==> config.mk <==
export PLATFORM = sky130hd
export DESIGN_NAME = dcs_host
export DESIGN_NICKNAME = d
export VERILOG_FILES = /design/src/core/dcs_pkg.sv /design/src/core/dcs_checksum_shift_register.sv /design/src/core/dcs_host.sv
export VERILOG_INCLUDE_DIRS = /design/src /design/src/core
export SDC_FILE = /design/constraint.sdc
export NUM_CORES = 1
export LEC_CHECK = 0
export ABC_AREA = 1
export BUFFER_PORTS_ARGS = -buffer_cell sky130_fd_sc_hd__buf_2
export CAP_MARGIN = 20
export CORE_UTILIZATION = 50
export DETAILED_ROUTE_END_ITERATION = 8
export GPL_TIMING_DRIVEN = 0
export PLACE_DENSITY = 0.75
export SYNTH_ARGS = -nofsm -noshare
export SYNTH_HDL_FRONTEND = slang
export SYNTH_SLANG_ARGS = --single-unit
==> constraint.sdc <==
create_clock -name ref_clk_i -period 14.1 [get_ports ref_clk_i]
set_clock_uncertainty 0.15 [all_clocks]
set_input_delay 0.705 -clock ref_clk_i [delete_from_list [all_inputs] [get_ports ref_clk_i]]
set_output_delay 0.705 -clock ref_clk_i [all_outputs]
set_load 0.05 [all_outputs]
==> src/core/dcs_cfg.svh <==
// Register map, field positions and timing counts of the chain host
`ifndef DCS_CFG_SVH
`define DCS_CFG_SVH
// Own register offsets (byte addresses, one word each)
`define DCS_OFF_CTRL 6'h00
`define DCS_OFF_ID 6'h04
`define DCS_OFF_WDATA 6'h08
`define DCS_OFF_STAT 6'h0C
`define DCS_OFF_IRQW 6'h10
`define DCS_OFF_RD0 6'h14
`define DCS_OFF_RD1 6'h18
`define DCS_OFF_RD2 6'h1C
`define DCS_OFF_RD3 6'h20
// Control register fields
`define DCS_CTRL_START 0
`define DCS_CTRL_WRITE 1
`define DCS_CTRL_CHK 2
`define DCS_CTRL_LEN2 3
`define DCS_CTRL_ADDR_LO 8
`define DCS_CTRL_ADDR_HI 14
`define DCS_CTRL_RST 10'h000
// Status register fields
`define DCS_ST_BUSY 0
`define DCS_ST_DONE 1
`define DCS_ST_CHKERR 2
`define DCS_ST_IRQ 3
// Frame layout in bits
`define DCS_BURST_ADDR 7'h7F
`define DCS_DIR_WRITE 1'b1
`define DCS_ID_END 8'h10
`define DCS_CTRL_END 8'h18
`define DCS_DATA_BURST 8'h70
`define DCS_DATA_WORD 8'h10
`define DCS_DATA_BYTE 8'h08
`define DCS_CHK_BITS 8'h08
`define DCS_CHK_POLY 8'h07
// Timing
`define DCS_REF_CLK_KHZ 25000
`define DCS_SYNC_CLK_KHZ 1250
`define DCS_SCK_KHZ 3125
`define DCS_MARGIN_SYNC 4
// AXI responses
`define DCS_RESP_OKAY 2'h0
`define DCS_RESP_SLVERR 2'h2
`endif

==> src/core/dcs_pkg.sv <==
// Types shared by the chain host modules
`default_nettype none
package dcs_pkg;
	typedef enum logic [4:0] {
		DCS_IDLE = 5'h01,
		DCS_PRE = 5'h02,
		DCS_SHIFT = 5'h04,
		DCS_POST = 5'h08,
		DCS_SPARE = 5'h10
	} dcs_state_t;

	typedef struct packed {
		logic [6:0] addr;
		logic len2;
		logic chk_en;
		logic write;
	} dcs_ctrl_t;
endpackage
`default_nettype wire

==> src/core/dcs_checksum_shift_register.sv <==
// Serial checksum shift register, polynomial x^8+x^2+x+1
`timescale 1ns/100ps
`default_nettype none
`include "dcs_cfg.svh"
module dcs_checksum_shift_register (
	// Clock and reset
	input wire logic ref_clk_i,
	input wire logic reset_i,
	// Control
	input wire logic clear_i,
	input wire logic shift_i,
	input wire logic bit_i,
	// Remainder
	output logic [7:0] rem_o
);
	wire logic fb;
	wire logic [7:0] rem_nxt;

	// Feedback form: yields message*x^8 mod poly, so no zero byte is needed
	assign fb = bit_i ^ rem_o[7];
	assign rem_nxt = {rem_o[6:0], 1'b0} ^ ({8{fb}} & `DCS_CHK_POLY);

	always_ff @(posedge ref_clk_i or posedge reset_i) begin
		if (reset_i) begin
			rem_o <= 8'h00;
		end else if (clear_i) begin
			rem_o <= 8'h00;
		end else if (shift_i) begin
			rem_o <= rem_nxt;
		end
	end
endmodule // dcs_checksum_shift_register
`default_nettype wire

==> src/core/dcs_host.sv <==
// Host controller driving a stacked monitor chain over its SPI pins
//
// Added by the designer: the AXI4-Lite slave port.
`timescale 1ns/100ps
`default_nettype none
`include "dcs_cfg.svh"
module dcs_host (
	// Clock and reset
	input wire logic ref_clk_i,
	input wire logic reset_i,
	// AXI4-Lite write channels
	input wire logic [5:0] s_axi_awaddr_i,
	input wire logic s_axi_awvalid_i,
	output logic s_axi_awready_o,
	input wire logic [31:0] s_axi_wdata_i,
	input wire logic [3:0] s_axi_wstrb_i,
	input wire logic s_axi_wvalid_i,
	output logic s_axi_wready_o,
	output logic [1:0] s_axi_bresp_o,
	output logic s_axi_bvalid_o,
	input wire logic s_axi_bready_i,
	// AXI4-Lite read channels
	input wire logic [5:0] s_axi_araddr_i,
	input wire logic s_axi_arvalid_i,
	output logic s_axi_arready_o,
	output logic [31:0] s_axi_rdata_o,
	output logic [1:0] s_axi_rresp_o,
	output logic s_axi_rvalid_o,
	input wire logic s_axi_rready_i,
	// Chain pins
	output logic cs_n_o,
	output logic sck_o,
	output logic mosi_o,
	output logic sync_clk_o,
	input wire logic miso_i,
	input wire logic irq_i
);
	localparam logic [7:0] SYNC_HALF =
		8'(`DCS_REF_CLK_KHZ / (2 * `DCS_SYNC_CLK_KHZ));
	localparam logic [3:0] SCK_HALF =
		4'(`DCS_REF_CLK_KHZ / (2 * `DCS_SCK_KHZ));
	localparam logic [3:0] PH_RISE = SCK_HALF - 4'h1;
	localparam logic [3:0] PH_SAMP = 4'((2 * SCK_HALF) - 4'h2);
	localparam logic [3:0] PH_FALL = 4'((2 * SCK_HALF) - 4'h1);
	// One spare sync period absorbs the unknown phase of the sync clock
	localparam logic [7:0] MARGIN =
		8'((`DCS_MARGIN_SYNC + 1) * 2 * SYNC_HALF);

	// Registers
	dcs_pkg::dcs_ctrl_t ctrl_r;
	dcs_pkg::dcs_ctrl_t fr_r;
	dcs_pkg::dcs_state_t st_r;
	logic [15:0] id_r;
	logic [15:0] wdata_r;
	logic done_r;
	logic chk_err_r;
	logic [15:0] irq_word_r;
	logic [111:0] rdata_r;
	logic miso_q1_r;
	logic miso_s_r;
	logic irq_q1_r;
	logic irq_s_r;
	logic [7:0] sync_cnt_r;
	logic [7:0] wcnt_r;
	logic [3:0] ph_r;
	logic [7:0] bi_r;
	logic [7:0] nbits_r;
	logic [7:0] data_end_r;
	logic [39:0] tx_r;
	logic [7:0] checksum_shift_register_rem;

	// Pin synchronisers: nothing reads the first stage but the second
	always_ff @(posedge ref_clk_i or posedge reset_i) begin
		if (reset_i) begin
			miso_q1_r <= 1'b0;
			miso_s_r <= 1'b0;
			irq_q1_r <= 1'b0;
			irq_s_r <= 1'b0;
		end else begin
			miso_q1_r <= miso_i;
			miso_s_r <= miso_q1_r;
			irq_q1_r <= irq_i;
			irq_s_r <= irq_q1_r;
		end
	end

	// Free-running sync clock keeps the margins trivially met
	always_ff @(posedge ref_clk_i or posedge reset_i) begin
		if (reset_i) begin
			sync_cnt_r <= 8'h00;
			sync_clk_o <= 1'b0;
		end else if (sync_cnt_r == SYNC_HALF - 8'h01) begin
			sync_cnt_r <= 8'h00;
			sync_clk_o <= ~sync_clk_o;
		end else begin
			sync_cnt_r <= sync_cnt_r + 8'h01;
		end
	end

	// AXI write decode
	wire logic wr_take;
	wire logic [31:0] wmask;
	wire logic [31:0] ctrl_word;
	wire logic [31:0] ctrl_merged;
	wire dcs_pkg::dcs_ctrl_t ctrl_new;
	wire logic wr_ctrl;
	wire logic wr_id;
	wire logic wr_wdata;
	wire logic wr_mapped;
	wire logic start;
	assign wr_take = s_axi_awvalid_i & s_axi_wvalid_i & ~s_axi_awready_o &
		~s_axi_bvalid_o;
	assign wmask = {{8{s_axi_wstrb_i[3]}}, {8{s_axi_wstrb_i[2]}},
		{8{s_axi_wstrb_i[1]}}, {8{s_axi_wstrb_i[0]}}};
	assign wr_ctrl = wr_take & (s_axi_awaddr_i[5:2] == `DCS_OFF_CTRL >> 2);
	assign wr_id = wr_take & (s_axi_awaddr_i[5:2] == `DCS_OFF_ID >> 2);
	assign wr_wdata = wr_take & (s_axi_awaddr_i[5:2] == `DCS_OFF_WDATA >> 2);
	assign wr_mapped = wr_ctrl | wr_id | wr_wdata;
	assign ctrl_word = {17'h00000, ctrl_r.addr, 4'h0, ctrl_r.len2,
		ctrl_r.chk_en, ctrl_r.write, 1'b0};
	assign ctrl_merged = (ctrl_word & ~wmask) | (s_axi_wdata_i & wmask);
	assign ctrl_new.addr = ctrl_merged[`DCS_CTRL_ADDR_HI:`DCS_CTRL_ADDR_LO];
	assign ctrl_new.len2 = ctrl_merged[`DCS_CTRL_LEN2];
	assign ctrl_new.chk_en = ctrl_merged[`DCS_CTRL_CHK];
	assign ctrl_new.write = ctrl_merged[`DCS_CTRL_WRITE];
	// A start while a frame runs is dropped; status shows busy
	assign start = wr_ctrl & ctrl_merged[`DCS_CTRL_START] &
		(st_r == dcs_pkg::DCS_IDLE);

	always_ff @(posedge ref_clk_i or posedge reset_i) begin
		if (reset_i) begin
			s_axi_awready_o <= 1'b0;
			s_axi_wready_o <= 1'b0;
			s_axi_bvalid_o <= 1'b0;
			s_axi_bresp_o <= `DCS_RESP_OKAY;
		end else begin
			s_axi_awready_o <= wr_take;
			s_axi_wready_o <= wr_take;
			if (wr_take) begin
				s_axi_bvalid_o <= 1'b1;
				s_axi_bresp_o <= wr_mapped ? `DCS_RESP_OKAY : `DCS_RESP_SLVERR;
			end else if (s_axi_bready_i) begin
				s_axi_bvalid_o <= 1'b0;
			end
		end
	end

	always_ff @(posedge ref_clk_i or posedge reset_i) begin
		if (reset_i) begin
			ctrl_r <= `DCS_CTRL_RST;
			id_r <= 16'h0000;
			wdata_r <= 16'h0000;
		end else begin
			if (wr_ctrl)
				ctrl_r <= ctrl_new;
			if (wr_id)
				id_r <= (id_r & ~wmask[15:0]) | (s_axi_wdata_i[15:0] & wmask[15:0]);
			if (wr_wdata)
				wdata_r <= (wdata_r & ~wmask[15:0]) |
					(s_axi_wdata_i[15:0] & wmask[15:0]);
		end
	end

	// AXI read decode
	wire logic rd_take;
	wire logic [3:0] ra;
	wire logic [31:0] stat_word;
	wire logic [31:0] rd_mux;
	wire logic rd_mapped;
	assign rd_take = s_axi_arvalid_i & ~s_axi_arready_o & ~s_axi_rvalid_o;
	assign ra = s_axi_araddr_i[5:2];
	assign stat_word = {28'h0000000, irq_s_r, chk_err_r, done_r,
		st_r != dcs_pkg::DCS_IDLE};
	// Result words are packed two per register (one in RD3), first-received word high
	assign rd_mux =
		(ra == `DCS_OFF_CTRL >> 2) ? ctrl_word :
		(ra == `DCS_OFF_ID >> 2) ? {16'h0000, id_r} :
		(ra == `DCS_OFF_WDATA >> 2) ? {16'h0000, wdata_r} :
		(ra == `DCS_OFF_STAT >> 2) ? stat_word :
		(ra == `DCS_OFF_IRQW >> 2) ? {16'h0000, irq_word_r} :
		(ra == `DCS_OFF_RD0 >> 2) ? rdata_r[111:80] :
		(ra == `DCS_OFF_RD1 >> 2) ? rdata_r[79:48] :
		(ra == `DCS_OFF_RD2 >> 2) ? rdata_r[47:16] :
		(ra == `DCS_OFF_RD3 >> 2) ? {rdata_r[15:0], 16'h0000} : 32'h00000000;
	assign rd_mapped = ra <= (`DCS_OFF_RD3 >> 2);

	always_ff @(posedge ref_clk_i or posedge reset_i) begin
		if (reset_i) begin
			s_axi_arready_o <= 1'b0;
			s_axi_rvalid_o <= 1'b0;
			s_axi_rdata_o <= 32'h00000000;
			s_axi_rresp_o <= `DCS_RESP_OKAY;
		end else begin
			s_axi_arready_o <= rd_take;
			if (rd_take) begin
				s_axi_rvalid_o <= 1'b1;
				s_axi_rdata_o <= rd_mux;
				s_axi_rresp_o <= rd_mapped ? `DCS_RESP_OKAY : `DCS_RESP_SLVERR;
			end else if (s_axi_rready_i) begin
				s_axi_rvalid_o <= 1'b0;
			end
		end
	end

	// Frame sizing from the address and the len2 bit
	wire logic [7:0] dbits_new;
	wire logic wr_new;
	wire logic [15:0] wd_aligned;
	wire logic [7:0] ctrl_byte;
	assign dbits_new = (ctrl_new.addr == `DCS_BURST_ADDR) ? `DCS_DATA_BURST :
		ctrl_new.len2 ? `DCS_DATA_WORD : `DCS_DATA_BYTE;
	// The burst register is read-only, so it never goes out as a write
	assign wr_new = (ctrl_new.write == `DCS_DIR_WRITE) &
		(ctrl_new.addr != `DCS_BURST_ADDR);
	assign ctrl_byte = {ctrl_new.addr, wr_new};
	assign wd_aligned = ctrl_new.len2 ? wdata_r : {wdata_r[7:0], 8'h00};

	// Bit-slot decode of the running frame
	wire logic in_shift;
	wire logic samp;
	wire logic fall;
	wire logic last;
	wire logic [7:0] bi_nxt;
	wire logic in_id;
	wire logic in_data;
	wire logic host_bit;
	wire logic checksum_shift_register_clr;
	wire logic checksum_shift_register_shift;
	wire logic checksum_shift_register_in;
	assign in_shift = st_r == dcs_pkg::DCS_SHIFT;
	assign samp = in_shift & (ph_r == PH_SAMP);
	assign fall = in_shift & (ph_r == PH_FALL);
	assign last = bi_r == nbits_r - 8'h01;
	assign bi_nxt = bi_r + 8'h01;
	assign in_id = bi_r < `DCS_ID_END;
	assign in_data = (bi_r >= `DCS_CTRL_END) & (bi_r < data_end_r);
	// Host-sent bits: control byte always, data and checksum on writes
	assign host_bit = (bi_r < `DCS_CTRL_END) | fr_r.write;
	assign checksum_shift_register_clr = (st_r == dcs_pkg::DCS_PRE) & (wcnt_r == 8'h00);
	assign checksum_shift_register_shift = samp & ~in_id;
	assign checksum_shift_register_in = host_bit ? mosi_o : miso_s_r;

	dcs_checksum_shift_register u_checksum_shift_register (
		.ref_clk_i(ref_clk_i),
		.reset_i(reset_i),
		.clear_i(checksum_shift_register_clr),
		.shift_i(checksum_shift_register_shift),
		.bit_i(checksum_shift_register_in),
		.rem_o(checksum_shift_register_rem)
	);

	// Frame sequencer
	always_ff @(posedge ref_clk_i or posedge reset_i) begin
		if (reset_i) begin
			st_r <= dcs_pkg::DCS_IDLE;
			fr_r <= `DCS_CTRL_RST;
			wcnt_r <= 8'h00;
			ph_r <= 4'h0;
			bi_r <= 8'h00;
			nbits_r <= 8'h00;
			data_end_r <= 8'h00;
			tx_r <= 40'h0000000000;
			cs_n_o <= 1'b1;
			sck_o <= 1'b0;
			mosi_o <= 1'b0;
			done_r <= 1'b0;
			chk_err_r <= 1'b0;
			irq_word_r <= 16'h0000;
			rdata_r <= 112'h0;
		end else begin
			case (st_r)
				dcs_pkg::DCS_IDLE: begin
					if (start) begin
						fr_r <= ctrl_new;
						fr_r.write <= wr_new;
						tx_r <= {id_r, ctrl_byte, wd_aligned};
						data_end_r <= `DCS_CTRL_END + dbits_new;
						nbits_r <= `DCS_CTRL_END + dbits_new +
							(ctrl_new.chk_en ? `DCS_CHK_BITS : 8'h00);
						wcnt_r <= MARGIN;
						done_r <= 1'b0;
						chk_err_r <= 1'b0;
						st_r <= dcs_pkg::DCS_PRE;
					end
				end
				dcs_pkg::DCS_PRE: begin
					if (wcnt_r == 8'h00) begin
						cs_n_o <= 1'b0;
						mosi_o <= tx_r[39];
						tx_r <= {tx_r[38:0], 1'b0};
						ph_r <= 4'h0;
						bi_r <= 8'h00;
						st_r <= dcs_pkg::DCS_SHIFT;
					end else begin
						wcnt_r <= wcnt_r - 8'h01;
					end
				end
				dcs_pkg::DCS_SHIFT: begin
					ph_r <= fall ? 4'h0 : ph_r + 4'h1;
					if (ph_r == PH_RISE)
						sck_o <= 1'b1;
					if (samp & in_id)
						irq_word_r <= {irq_word_r[14:0], miso_s_r};
					if (samp & in_data & ~fr_r.write)
						rdata_r <= {rdata_r[110:0], miso_s_r};
					if (fall) begin
						sck_o <= 1'b0;
						bi_r <= bi_nxt;
						tx_r <= {tx_r[38:0], 1'b0};
						if (last) begin
							wcnt_r <= MARGIN;
							st_r <= dcs_pkg::DCS_POST;
							if (fr_r.chk_en & ~fr_r.write & (checksum_shift_register_rem != 8'h00))
								chk_err_r <= 1'b1;
						end else if (bi_nxt < data_end_r) begin
							mosi_o <= tx_r[39];
						end else begin
							// Remainder leaves MSB first; on reads zeros go out
							mosi_o <= fr_r.write & checksum_shift_register_rem[7];
						end
					end
				end
				dcs_pkg::DCS_POST: begin
					cs_n_o <= 1'b1;
					mosi_o <= 1'b0;
					if (wcnt_r == 8'h00) begin
						done_r <= 1'b1;
						st_r <= dcs_pkg::DCS_IDLE;
					end else begin
						wcnt_r <= wcnt_r - 8'h01;
					end
				end
				default: begin
					st_r <= dcs_pkg::DCS_IDLE;
				end
			endcase
		end
	end
endmodule // dcs_host
`default_nettype wire

==> results of run 1 <==
-- cells by family (layout without fill, tap and decap cells) --
group | after synthesis | after routing | share of synthesized area
AND/OR/NAND/NOR | 718 | 718 | 0.209
AO/OA/AOI/OAI | 398 | 398 | 0.155
buffers and inverters | 317 | 450 | 0.0881
flip-flops | 308 | 308 | 0.528
adder cells (fa/ha/maj) | 15 | 15 | 0.0128
XOR/XNOR | 13 | 13 | 0.00779
other | 1 | 2 | 0.000257
-- cell type report --
class                           instances  share of cell area
Tap cell                              384              0.0289
Multi-Input combinational cell       1146               0.338
Inverter                              237              0.0542
Buffer                                 80              0.0238
Clock buffer                           47              0.0591
Clock inverter                          8             0.00497
Sequential cell                       308               0.464
Timing Repair Buffer                   78              0.0262
-- layer usage --
layer  share of wire  vias up  global-route usage
met4           0.040        0               0.110
li1                -     5961                   -
met5               0        -                   0
met3           0.064       91              0.0427
met2            0.47      452               0.425
met1            0.42     5973               0.336
-- power groups by stage --
stage	clock network [uW]	logic, uW	registers, uW
after CTS	872	707	1070
after detailed placement	0	703	1080
after floorplan	0	484	1120
after global routing	905	779	1080
after global placement	0	684	1080
final	860	707	1070
-- through the flow --
| step | std cells | power (uW) |
|---|---|---|
| after floorplan | 1771 | 1600 |
| after global placement | 2231 | 1760 |
| after detailed placement | 2233 | 1780 |
| after CTS | 2288 | 2640 |
| after global routing | 2288 | 2760 |
| final | 2288 | 2630 |
-- worst paths after layout --
check,start,endpoint,depth (start not counted)
max reg2reg,s_axi_rvalid_o,s_axi_rdata_o[13],6
max in group asynchronous,reset_i,rdata_r[102],4
max,s_axi_rvalid_o,s_axi_rdata_o[13],6
min reg2reg,miso_q1_r,miso_s_r,0
min,reset_i,miso_s_r,2
min in group ref_clk_i,irq_i,irq_q1_r,1
-- placed cells by master, fill, tap and decap left out, drive strengths merged, types with 2 or more instances in the layout --
| cell | instances |
|---|---|
| a21oi | 28 |
| a22oi | 9 |
| a31oi | 18 |
| buf | 115 |
| clkbuf | 90 |
| clkinv | 5 |
| conb | 2 |
| dfrtp | 306 |
| dfstp | 2 |
| ha | 15 |
| inv | 238 |
| nand2 | 479 |
| nand3 | 92 |
| nand3b | 2 |
| nand4 | 9 |
| nor2 | 110 |
| nor3 | 15 |
| nor4 | 3 |
| o211ai | 11 |
| o21ai | 274 |
| o22ai | 49 |
| or2 | 7 |
| xnor2 | 2 |
| xor2 | 11 |
-- worst register-to-register path, cell delays in order (launching register included) --
cell and delay [ns]:
dfrtp_1 0.39, nor3_1 0.70, inv_1 0.16, clkbuf_1 0.37, nor2_1 0.63, a22oi_1 0.15, nand2_1 0.12
==> results by group, run 1 <==
Status
  – Status: finished clean

Synth
  – Synthesized area per cell: 8.25 um2
  – Top FF cell, synth: dfrtp_1
  – Count leader, synth: nand2_1
  – Yosys reg bits: 308
  – Largest cells by area after synthesis: dfrtp_1 (52%), nand2_1 (12%), o21ai_0 (7.6%)
  – Ys async rst share: 1.00
  – Seq/Total Area, Yosys: 0.528
  – Synth top cells by count: nand2_1 (475), dfrtp_1 (306), o21ai_0 (222)
  – Distinct cell type count after synthesis: 50
  – Yosys warnings: 0
  – Mapped cell area: 0.0146 mm2
  – Post-synth EDFFs: 0
  – Cell taking the most area after synthesis: dfrtp_1
  – Mapped Cells: 1,770
  – Yosys top cell area share: 0.524

Clocking
  – TritonCTS clock tree: done
  – CTS clk-pin slew, worst paths: 0.06 ns
  – Cts repair resizes: 0
  – H-tree Lvls: 2
  – Clock sinks: 308
  – Post-CTS setup buffers: 0
  – # hold bufs at CTS: 0
  – Clock root cell: clkbuf_16
  – Clock latency on the worst-skew pair: 0.51 ns
  – Inserted Clock Buffers: 34
  – Clock Path Buffers: 3

STA
  – Pin slew with the least headroom to its limit: 0.852 ns
  – Final Cycle Share: 0.193
  – Final setup fails: 0
  – Setup slack after layout: 11.38 ns
  – Relative slew margins: 0.427
  – Hold Vio Cnt, Final: 0
  – Setup TNS: 0 ns
  – Hold_ws: 0.133 ns
  – Tmin final: 2.72 ns
  – Final Max Slew Viols: 0
  – Fmax: 367 MHz
  – RSZ-0062 raised after global routing: false

Power and ir drop
  – Combinational Power Share: 0.268
  – Leakage: 0.00792 uW
  – Power Dens Cells: 159 mW/mm2
  – Sw Pwr: 906 uW
  – Worst VDD drop: 131 uV
  – Clock Power Share: 0.326
  – Seq pwr share: 0.405
  – Internal Power: 1730 uW
  – Switching Share: 0.344

Route
  – Starting DRT DRC Count: 1,138
  – Avg WL per Cell: 16.6 um
  – Post-route DRC: 0
  – Final ANT Viol Nets: 0
  – Routed wire length: 37,900 um
  – DRT Pass-1 Iters: 5
  – Via density: 5.45
  – Vias: 12,500

Cells and area
  – Synth-to-layout area growth: 13.6%
  – Core Util, Final: 0.578
  – Post-route cell area: 0.0166 mm2
  – Multi-input gate area: 0.00562 mm2
  – Layout cell share with drive strength beyond 1: 0.127
  – Register Area: 0.00771 mm2
  – Final nets: 1,957
  – Antenna diodes: 0
  – Fillers: 2,543

Setup path
  – Crit-path max FO: 10
  – CP endpoint kind: flip-flop
  – Kind of critical path: flip-flop to flip-flop
  – Flop2flop setup slack: 11.38 ns
  – Worst EP arrival: 3.02 ns
  – Critical Path RT: 14.40 ns
  – CP Buf/Inv Count: 2
  – Crit-path cells: nor3_1 > inv_1 > clkbuf_1 > nor2_1 > a22oi_1 > nand2_1
  – Worst path slowest cell: nor3_1
  – Family with the most delay on the worst path: simple AND/OR/NAND/NOR gates
  – Largest stage delay, worst path: 0.70 ns
  – Critical path startpoint category: flip-flop

GRT
  – Number of global-route vias before repair: 12,100
  – Initial antenna violation count: 0
  – Global-route wire length before repair: 61,800 um
  – Grt ovf: 0
  – Largest net degree at the start of global routing: 126
  – Total global-route track usage: 0.257

Placement
  – Post-DP HPWL: 27,600 um
  – Port bufs: 76
  – GPL Wtd Cong: 0.916
  – Worst slack, placed: 11.03 ns
  – Placed cell area: 0.0155 mm2

Die
  – Row cnt: 62
  – Starting Density: 0.509
  – CORE AREA: 0.0287 mm2
  – IO Pins: 102
  – Die H: 173 um
  – Die area: 0.0299 mm2
  – DIE WIDTH: 173 um

Worst hold path
  – Type of the tightest min-delay check: input port to asynchronous set/reset pin

Flow run
  – Max Cap Viol: 0
No activity file was read; power rests on OpenSTA's default activity.
==> run 2: changes to the inputs <==
--- a/config.mk
+++ b/config.mk
@@ -6,13 +6,13 @@
 export SDC_FILE = /design/constraint.sdc
 export NUM_CORES = 1
 export LEC_CHECK = 0
-export ABC_AREA = 1
+export ABC_AREA = 0
 export BUFFER_PORTS_ARGS = -buffer_cell sky130_fd_sc_hd__buf_2
 export CAP_MARGIN = 20
 export CORE_UTILIZATION = 50
 export DETAILED_ROUTE_END_ITERATION = 8
 export GPL_TIMING_DRIVEN = 0
-export PLACE_DENSITY = 0.75
+export PLACE_DENSITY = 0.78
 export SYNTH_ARGS = -nofsm -noshare
 export SYNTH_HDL_FRONTEND = slang
 export SYNTH_SLANG_ARGS = --single-unit
==> constraint.sdc (replaced) <==
create_clock -name ref_clk_i -period 2.3 [get_ports ref_clk_i]
set_clock_uncertainty 0.15 [all_clocks]
set_input_delay 0.115 -clock ref_clk_i [delete_from_list [all_inputs] [get_ports ref_clk_i]]
set_output_delay 0.115 -clock ref_clk_i [all_outputs]
set_load 0.05 [all_outputs]
==> results by group, run 2 <==
Placement
  – GPL Wtd Cong: 0.965
  – Post-DP HPWL: 25,900 um
  – Port bufs: 74
  – Placed insts: 1,723

Clocking
  – Clock root cell: clkbuf_16
  – Clock latency on the worst-skew pair: 0.52 ns
  – Clock Path Buffers: 3
  – H-tree Lvls: 2
  – TritonCTS clock tree: done
  – Clock sinks: 308
  – Inserted Clock Buffers: 34
  – CTS clk-pin slew, worst paths: 0.06 ns

Synth
  – Mapped cell area: 0.0148 mm2
  – Count leader, synth: dfrtp_1
  – Seq/Total Area, Yosys: 0.519
  – Synthesized area per cell: 11.8 um2
  – Post-synth EDFFs: 0
  – Yosys top cell area share: 0.516
  – Yosys reg bits: 308
  – Cell taking the most area after synthesis: dfrtp_1
  – Top FF cell, synth: dfrtp_1
  – Yosys warnings: 0
  – Distinct cell type count after synthesis: 74
  – Synth top cells by count: dfrtp_1 (306), nand2_1 (164), mux2_2 (118)
  – Mapped Cells: 1,255
  – Ys async rst share: 1.00
  – Largest cells by area after synthesis: dfrtp_1 (52%), mux2_2 (8.9%), mux2_4 (8.1%)

STA
  – Final setup fails: 138
  – Hold Vio Cnt, Final: 0
  – Hold_ws: 0.0231 ns
  – Setup TNS: -10.93 ns
  – Final Cycle Share: 1.06
  – Final Max Slew Viols: 0
  – RSZ-0062 raised after global routing: true
  – Tmin final: 2.44 ns
  – Pin slew with the least headroom to its limit: 0.839 ns
  – Fmax: 410 MHz
  – Relative slew margins: 0.433
  – Setup slack after layout: -0.136 ns

Setup path
  – Worst path slowest cell: nor4b_4
  – Largest stage delay, worst path: 0.34 ns
  – Kind of critical path: flip-flop to flip-flop
  – WP depth: 9
  – Crit-path max FO: 9
  – Most frequent CP cell: buf_6
  – Family with the most delay on the worst path: buffers and inverters
  – Worst Reg2Reg Path Length in Cells: 9
  – Critical Path RT: 2.54 ns
  – Worst EP arrival: 2.67 ns
  – Critical path startpoint category: flip-flop
  – Crit-path cells: clkbuf_4 > nor4b_4 > nand4b_4 > buf_4 > buf_6 > nor3b_4 > buf_6 > buf_6 > mux2_1
  – CP Buf/Inv Count: 5
  – CP endpoint kind: flip-flop

Cells and area
  – Most frequent cells in the layout: dfrtp_1 (304), nand2_1 (160), mux2_4 (124), mux2_2 (98), buf_2 (84)
  – Antenna diodes: 0
  – Layout cell share with drive strength beyond 1: 0.347
  – Most common cell after layout, fill and taps aside: dfrtp_1
  – Finished Layout Cells: 1,855
  – Final nets: 1,522
  – Synth-to-layout area growth: 23.9%

Power and ir drop
  – Leakage: 0.00916 uW
  – Tot Pwr: 14,000 uW
  – Worst VDD drop: 635 uV
  – Power Dens Cells: 763 mW/mm2

Route
  – Post-route DRC: 0
  – Routed wire length: 39,600 um
  – DRT Pass-1 Iters: 5
  – Final ANT Viol Nets: 0
  – Via density: 6.01
  – Starting DRT DRC Count: 889
  – Vias: 11,100
  – Avg WL per Cell: 21.3 um

Die
  – IO Pins: 102
  – Starting Density: 0.513
  – Die H: 174 um
  – CORE AREA: 0.0289 mm2
  – Row cnt: 62
  – DIE WIDTH: 174 um
  – Die area: 0.0304 mm2

GRT
  – Grt ovf: 0
  – Number of global-route vias before repair: 11,100
  – Largest net degree at the start of global routing: 44
  – Initial antenna violation count: 0
  – Total global-route track usage: 0.252
  – Global-route wire length before repair: 60,700 um

Flow run
  – Max Cap Viol: 0

Worst hold path
  – Number of cells on the worst hold path: 5
  – Type of the tightest min-delay check: input port to flip-flop

Status
  – Failing checks: negative setup slack
  – Status: finished with violations
[run 2: changes by cell type in the layout (fill, tap and decap cells not counted), moves of 19 or more]
cell           change
o21ai_0          -153
o21ai_1           -40
nand2_1          -315
nor2_1            -40
buf_4             +29
mux2_4           +124
buf_12            +19
inv_1            -202
o22ai_1           -49
mux2_2            +98
nand3_1           -72
buf_2             -19
dlygate4sd3_1     +29
[run 2: cells by family (layout without fill, tap and decap cells)]
family | Yosys count | in the layout | synth area share
AND/OR/NAND/NOR | 321 | 321 | 0.103
AO/OA/AOI/OAI | 247 | 247 | 0.110
XOR/XNOR | 22 | 22 | 0.0148
adder cells (fa/ha/maj) | 15 | 15 | 0.0126
other | 1 | 2 | 0.000253
flip-flops | 308 | 308 | 0.519
multiplexers | 241 | 241 | 0.205
buffers and inverters | 100 | 315 | 0.0355
[run 2: metrics by stage]
stage | setup WS, ns | area, um2 | utilization
final | -0.136 | 18400 | 0.636
after global routing | -0.188 | 18400 | 0.636
after global placement | -3.80 | 15700 | 0.544
after floorplan | -2.06 | 14900 | -
after CTS | -0.0819 | 17700 | 0.611
after detailed placement | -0.319 | 15900 | 0.549
[run 2: final timing paths]
check	start	to	slack (ns)
hold / removal	s_axi_arvalid_i	s_axi_rdata_o[24]	0.02
setup reg to reg	st_r[2]	irq_word_r[7]	-0.14
setup / recovery	st_r[2]	irq_word_r[7]	-0.14
max in group asynchronous	reset_i	sync_cnt_r[6]	0.67
hold reg to reg	miso_q1_r	miso_s_r	0.20
min in group asynchronous	reset_i	rdata_r[41]	0.13
[run 2: final cells by class]
type	count	area [um2]
flip-flops and latches	308	7710
plain buffers	75	584
repair buffers	162	1410
inverters	21	86.3
fillers	2080	10500
clock buffers	47	961
multi-input cells	848	7080
well taps	384	480
clock inverters	10	83.8
[run 2: what timing repair did]
| action | in CTS | in global routing |
|---|---|---|
| pin swaps | 14 | 13 |
| hold buffers | 29 | 0 |
| gates cloned | 3 | 10 |
| setup endpoints to repair | 221 | 246 |
| buffers inserted | 19 | 18 |
| resized for setup | 62 | 112 |
| hold endpoints to repair | 84 | 0 |
[run 2: power breakdown]
group / leakage [uW] / switching (uW) / total (uW) / internal, uW
Combinational: 0.00447 / 1320 / 2410 / 1090
Clock: 0.000512 / 2180 / 5210 / 3030
Sequential: 0.00417 / 452 / 6420 / 5960
[run 2: metal layers]
layer  up-vias  global-route usage  part of all wire  wire length, um
li1       4932                   -                 -                -
met1      5662               0.347              0.43            17200
met2       468               0.406              0.48            18900
met3        87              0.0472             0.063             2500
met4         0              0.0742             0.026             1030
met5         -                   0                 0                0
[run 2: worst reg2reg max path, cell delays in order, from the launching register on]
cell and delay, ns:
dfrtp_1 0.33, clkbuf_4 0.23, nor4b_4 0.34, nand4b_4 0.17, buf_4 0.17, buf_6 0.12
nor3b_4 0.18, buf_6 0.16, buf_6 0.14, mux2_1 0.34
==> run 3: changes to the inputs <==
--- a/config.mk
+++ b/config.mk
@@ -9,10 +9,10 @@
 export ABC_AREA = 0
 export BUFFER_PORTS_ARGS = -buffer_cell sky130_fd_sc_hd__buf_2
 export CAP_MARGIN = 20
-export CORE_UTILIZATION = 50
+export CORE_UTILIZATION = 55
 export DETAILED_ROUTE_END_ITERATION = 8
 export GPL_TIMING_DRIVEN = 0
-export PLACE_DENSITY = 0.78
+export PLACE_DENSITY = 0.83
 export SYNTH_ARGS = -nofsm -noshare
 export SYNTH_HDL_FRONTEND = slang
 export SYNTH_SLANG_ARGS = --single-unit
==> constraint.sdc (replaced) <==
create_clock -name ref_clk_i -period 2 [get_ports ref_clk_i]
set_clock_uncertainty 0.15 [all_clocks]
set_input_delay 0.1 -clock ref_clk_i [delete_from_list [all_inputs] [get_ports ref_clk_i]]
set_output_delay 0.1 -clock ref_clk_i [all_outputs]
set_load 0.05 [all_outputs]
==> results by group, run 3 (synthesized netlist as in run 2, its figures left out) <==
Power and ir drop
  – Worst VDD drop: 804 uV
  – Leakage: 0.00965 uW
  – Tot Pwr: 17,100 uW
  – Power Dens Cells: 878 mW/mm2

Clocking
  – Clock latency on the worst-skew pair: 0.58 ns
  – TritonCTS clock tree: done
  – Clock Path Buffers: 3
  – CTS clk-pin slew, worst paths: 0.07 ns
  – Inserted Clock Buffers: 31
  – Clock sinks: 308
  – H-tree Lvls: 1
  – Clock root cell: clkbuf_16

Route
  – Via density: 6.65
  – DRT Pass-1 Iters: 7
  – Vias: 12,300
  – Starting DRT DRC Count: 1,270
  – Avg WL per Cell: 26.1 um
  – Routed wire length: 48,500 um
  – Post-route DRC: 4
  – Final ANT Viol Nets: 0

STA
  – Relative slew margins: 0.539
  – Final setup fails: 208
  – Hold Vio Cnt, Final: 0
  – Setup TNS: -78.75 ns
  – Fmax: 403 MHz
  – Setup slack after layout: -0.481 ns
  – Pin slew with the least headroom to its limit: 0.683 ns
  – Final Cycle Share: 1.24
  – RSZ-0062 raised after global routing: true
  – Tmin final: 2.48 ns
  – Final Max Slew Viols: 0

GRT
  – Grt ovf: 0
  – Number of global-route vias before repair: 12,300
  – Largest net degree at the start of global routing: 45
  – Total global-route track usage: 0.313
  – Global-route wire length before repair: 68,400 um
  – Initial antenna violation count: 0

Placement
  – Port bufs: 74
  – Placed insts: 1,674
  – Post-DP HPWL: 26,000 um
  – GPL Wtd Cong: 0.892

Worst hold path
  – Number of cells on the worst hold path: 5
  – Type of the tightest min-delay check: input port to flip-flop

Setup path
  – Crit-path max FO: 6
  – Worst path slowest cell: nor4b_4
  – Family with the most delay on the worst path: simple AND/OR/NAND/NOR gates
  – Worst EP arrival: 2.78 ns
  – Largest stage delay, worst path: 0.40 ns
  – Crit-path cells: buf_6 > nor4b_4 > nand4b_4 > nor2_4 > o211ai_4 > buf_12 > clkbuf_16 > mux2_4
  – Critical path startpoint category: flip-flop
  – Kind of critical path: flip-flop to flip-flop
  – WP depth: 8
  – Critical Path RT: 2.30 ns
  – CP endpoint kind: flip-flop
  – CP Buf/Inv Count: 3
  – Worst Reg2Reg Path Length in Cells: 8

Status
  – Status: finished with violations
  – Failing checks: design-rule violations, negative setup slack

Die
  – Row cnt: 59
  – CORE AREA: 0.0263 mm2
  – Die area: 0.0277 mm2
  – Die H: 166 um
  – IO Pins: 102
  – DIE WIDTH: 166 um
  – Starting Density: 0.565

Cells and area
  – Most frequent cells in the layout: dfrtp_1 (305), nand2_1 (157), mux2_4 (136), mux2_2 (89), buf_2 (82)
  – Final nets: 1,568
  – Layout cell share with drive strength beyond 1: 0.403
  – Synth-to-layout area growth: 30.8%
  – Fillers: 1,473
  – Core Util, Final: 0.739
  – Finished Layout Cells: 1,856
  – Antenna diodes: 0
  – Most common cell after layout, fill and taps aside: dfrtp_1

Flow run
  – Max Cap Viol: 0
## run 3: cell count changes in the layout (fill, tap and decap cells not counted), moves of 9 or more
cell / change
clkbuf_1: -14
mux2_4: +12
buf_16: +9
buf_6: +12
mux2_2: -9
buf_4: +18
## run 3: layout make-up
| cell class | instances | area, um2 | share of cell area |
|---|---|---|---|
| inverters | 21 | 83.8 | 0.00432 |
| well taps | 335 | 419 | 0.0216 |
| repair buffers | 209 | 2050 | 0.106 |
| clock inverters | 17 | 216 | 0.0111 |
| multi-input cells | 848 | 7380 | 0.380 |
| clock buffers | 41 | 873 | 0.0450 |
| plain buffers | 77 | 679 | 0.0350 |
| flip-flops and latches | 308 | 7710 | 0.397 |
## run 3: metrics by stage
stage          setup slack, ns  hold slack (ns)  area (um2)
3_3_place_gp             -3.98           0.0710       15800
2_1_floorplan            -2.35          -0.0186       15100
5_1_grt                 -0.535         -0.00161       19400
6_report                -0.481          0.00284       19400
4_1_cts                 -0.341          0.00614       18500
3_5_place_dp            -0.591           0.0351       16000
## run 3: layer usage
layer  vias to the layer above  global-route usage  wire length [um]
met1                      6191               0.408             18300
met5                         -                   0                 0
li1                       5016                   -                 -
met2                       862               0.511             22900
met4                         0               0.148              3240
met3                       269              0.0562              4130
## run 3: final timing paths
kind | start | endpoint | slack, ns
worst min register to register | irq_q1_r | irq_s_r | 0.21
worst min-delay path | s_axi_awaddr_i[4] | ctrl_r[0] | 0.003
max in group asynchronous | reset_i | sync_cnt_r[0] | 0.28
worst max register to register | st_r[1] | rdata_r[16] | -0.48
min in group asynchronous | reset_i | rdata_r[41] | 0.08
worst max-delay path | st_r[1] | rdata_r[16] | -0.48
## run 3: worst register-to-register path: cells and delay by family, from the launching register on
family / cells / cell delay, ns
flip-flops: 1 / 0.38
multiplexers: 1 / 0.30
AND/OR/NAND/NOR: 3 / 0.82
buffers and inverters: 3 / 0.54
AO/OA/AOI/OAI: 1 / 0.18
## run 3: where the power goes
part / internal (uW) / switching (uW) / total [uW]
logic: 1500 / 1750 / 3250
clock network: 3710 / 2620 / 6320
registers: 6860 / 620 / 7480
## run 3: repair_timing
| item | in CTS | in global routing |
|---|---|---|
| cloned | 10 | 9 |
| resized for setup | 127 | 128 |
| setup buffers | 39 | 31 |
| endpoints found under the hold margin | 157 | 0 |
| setup endpoints to repair | 287 | 248 |
| pin swaps | 28 | 26 |
| hold buffers | 35 | 0 |
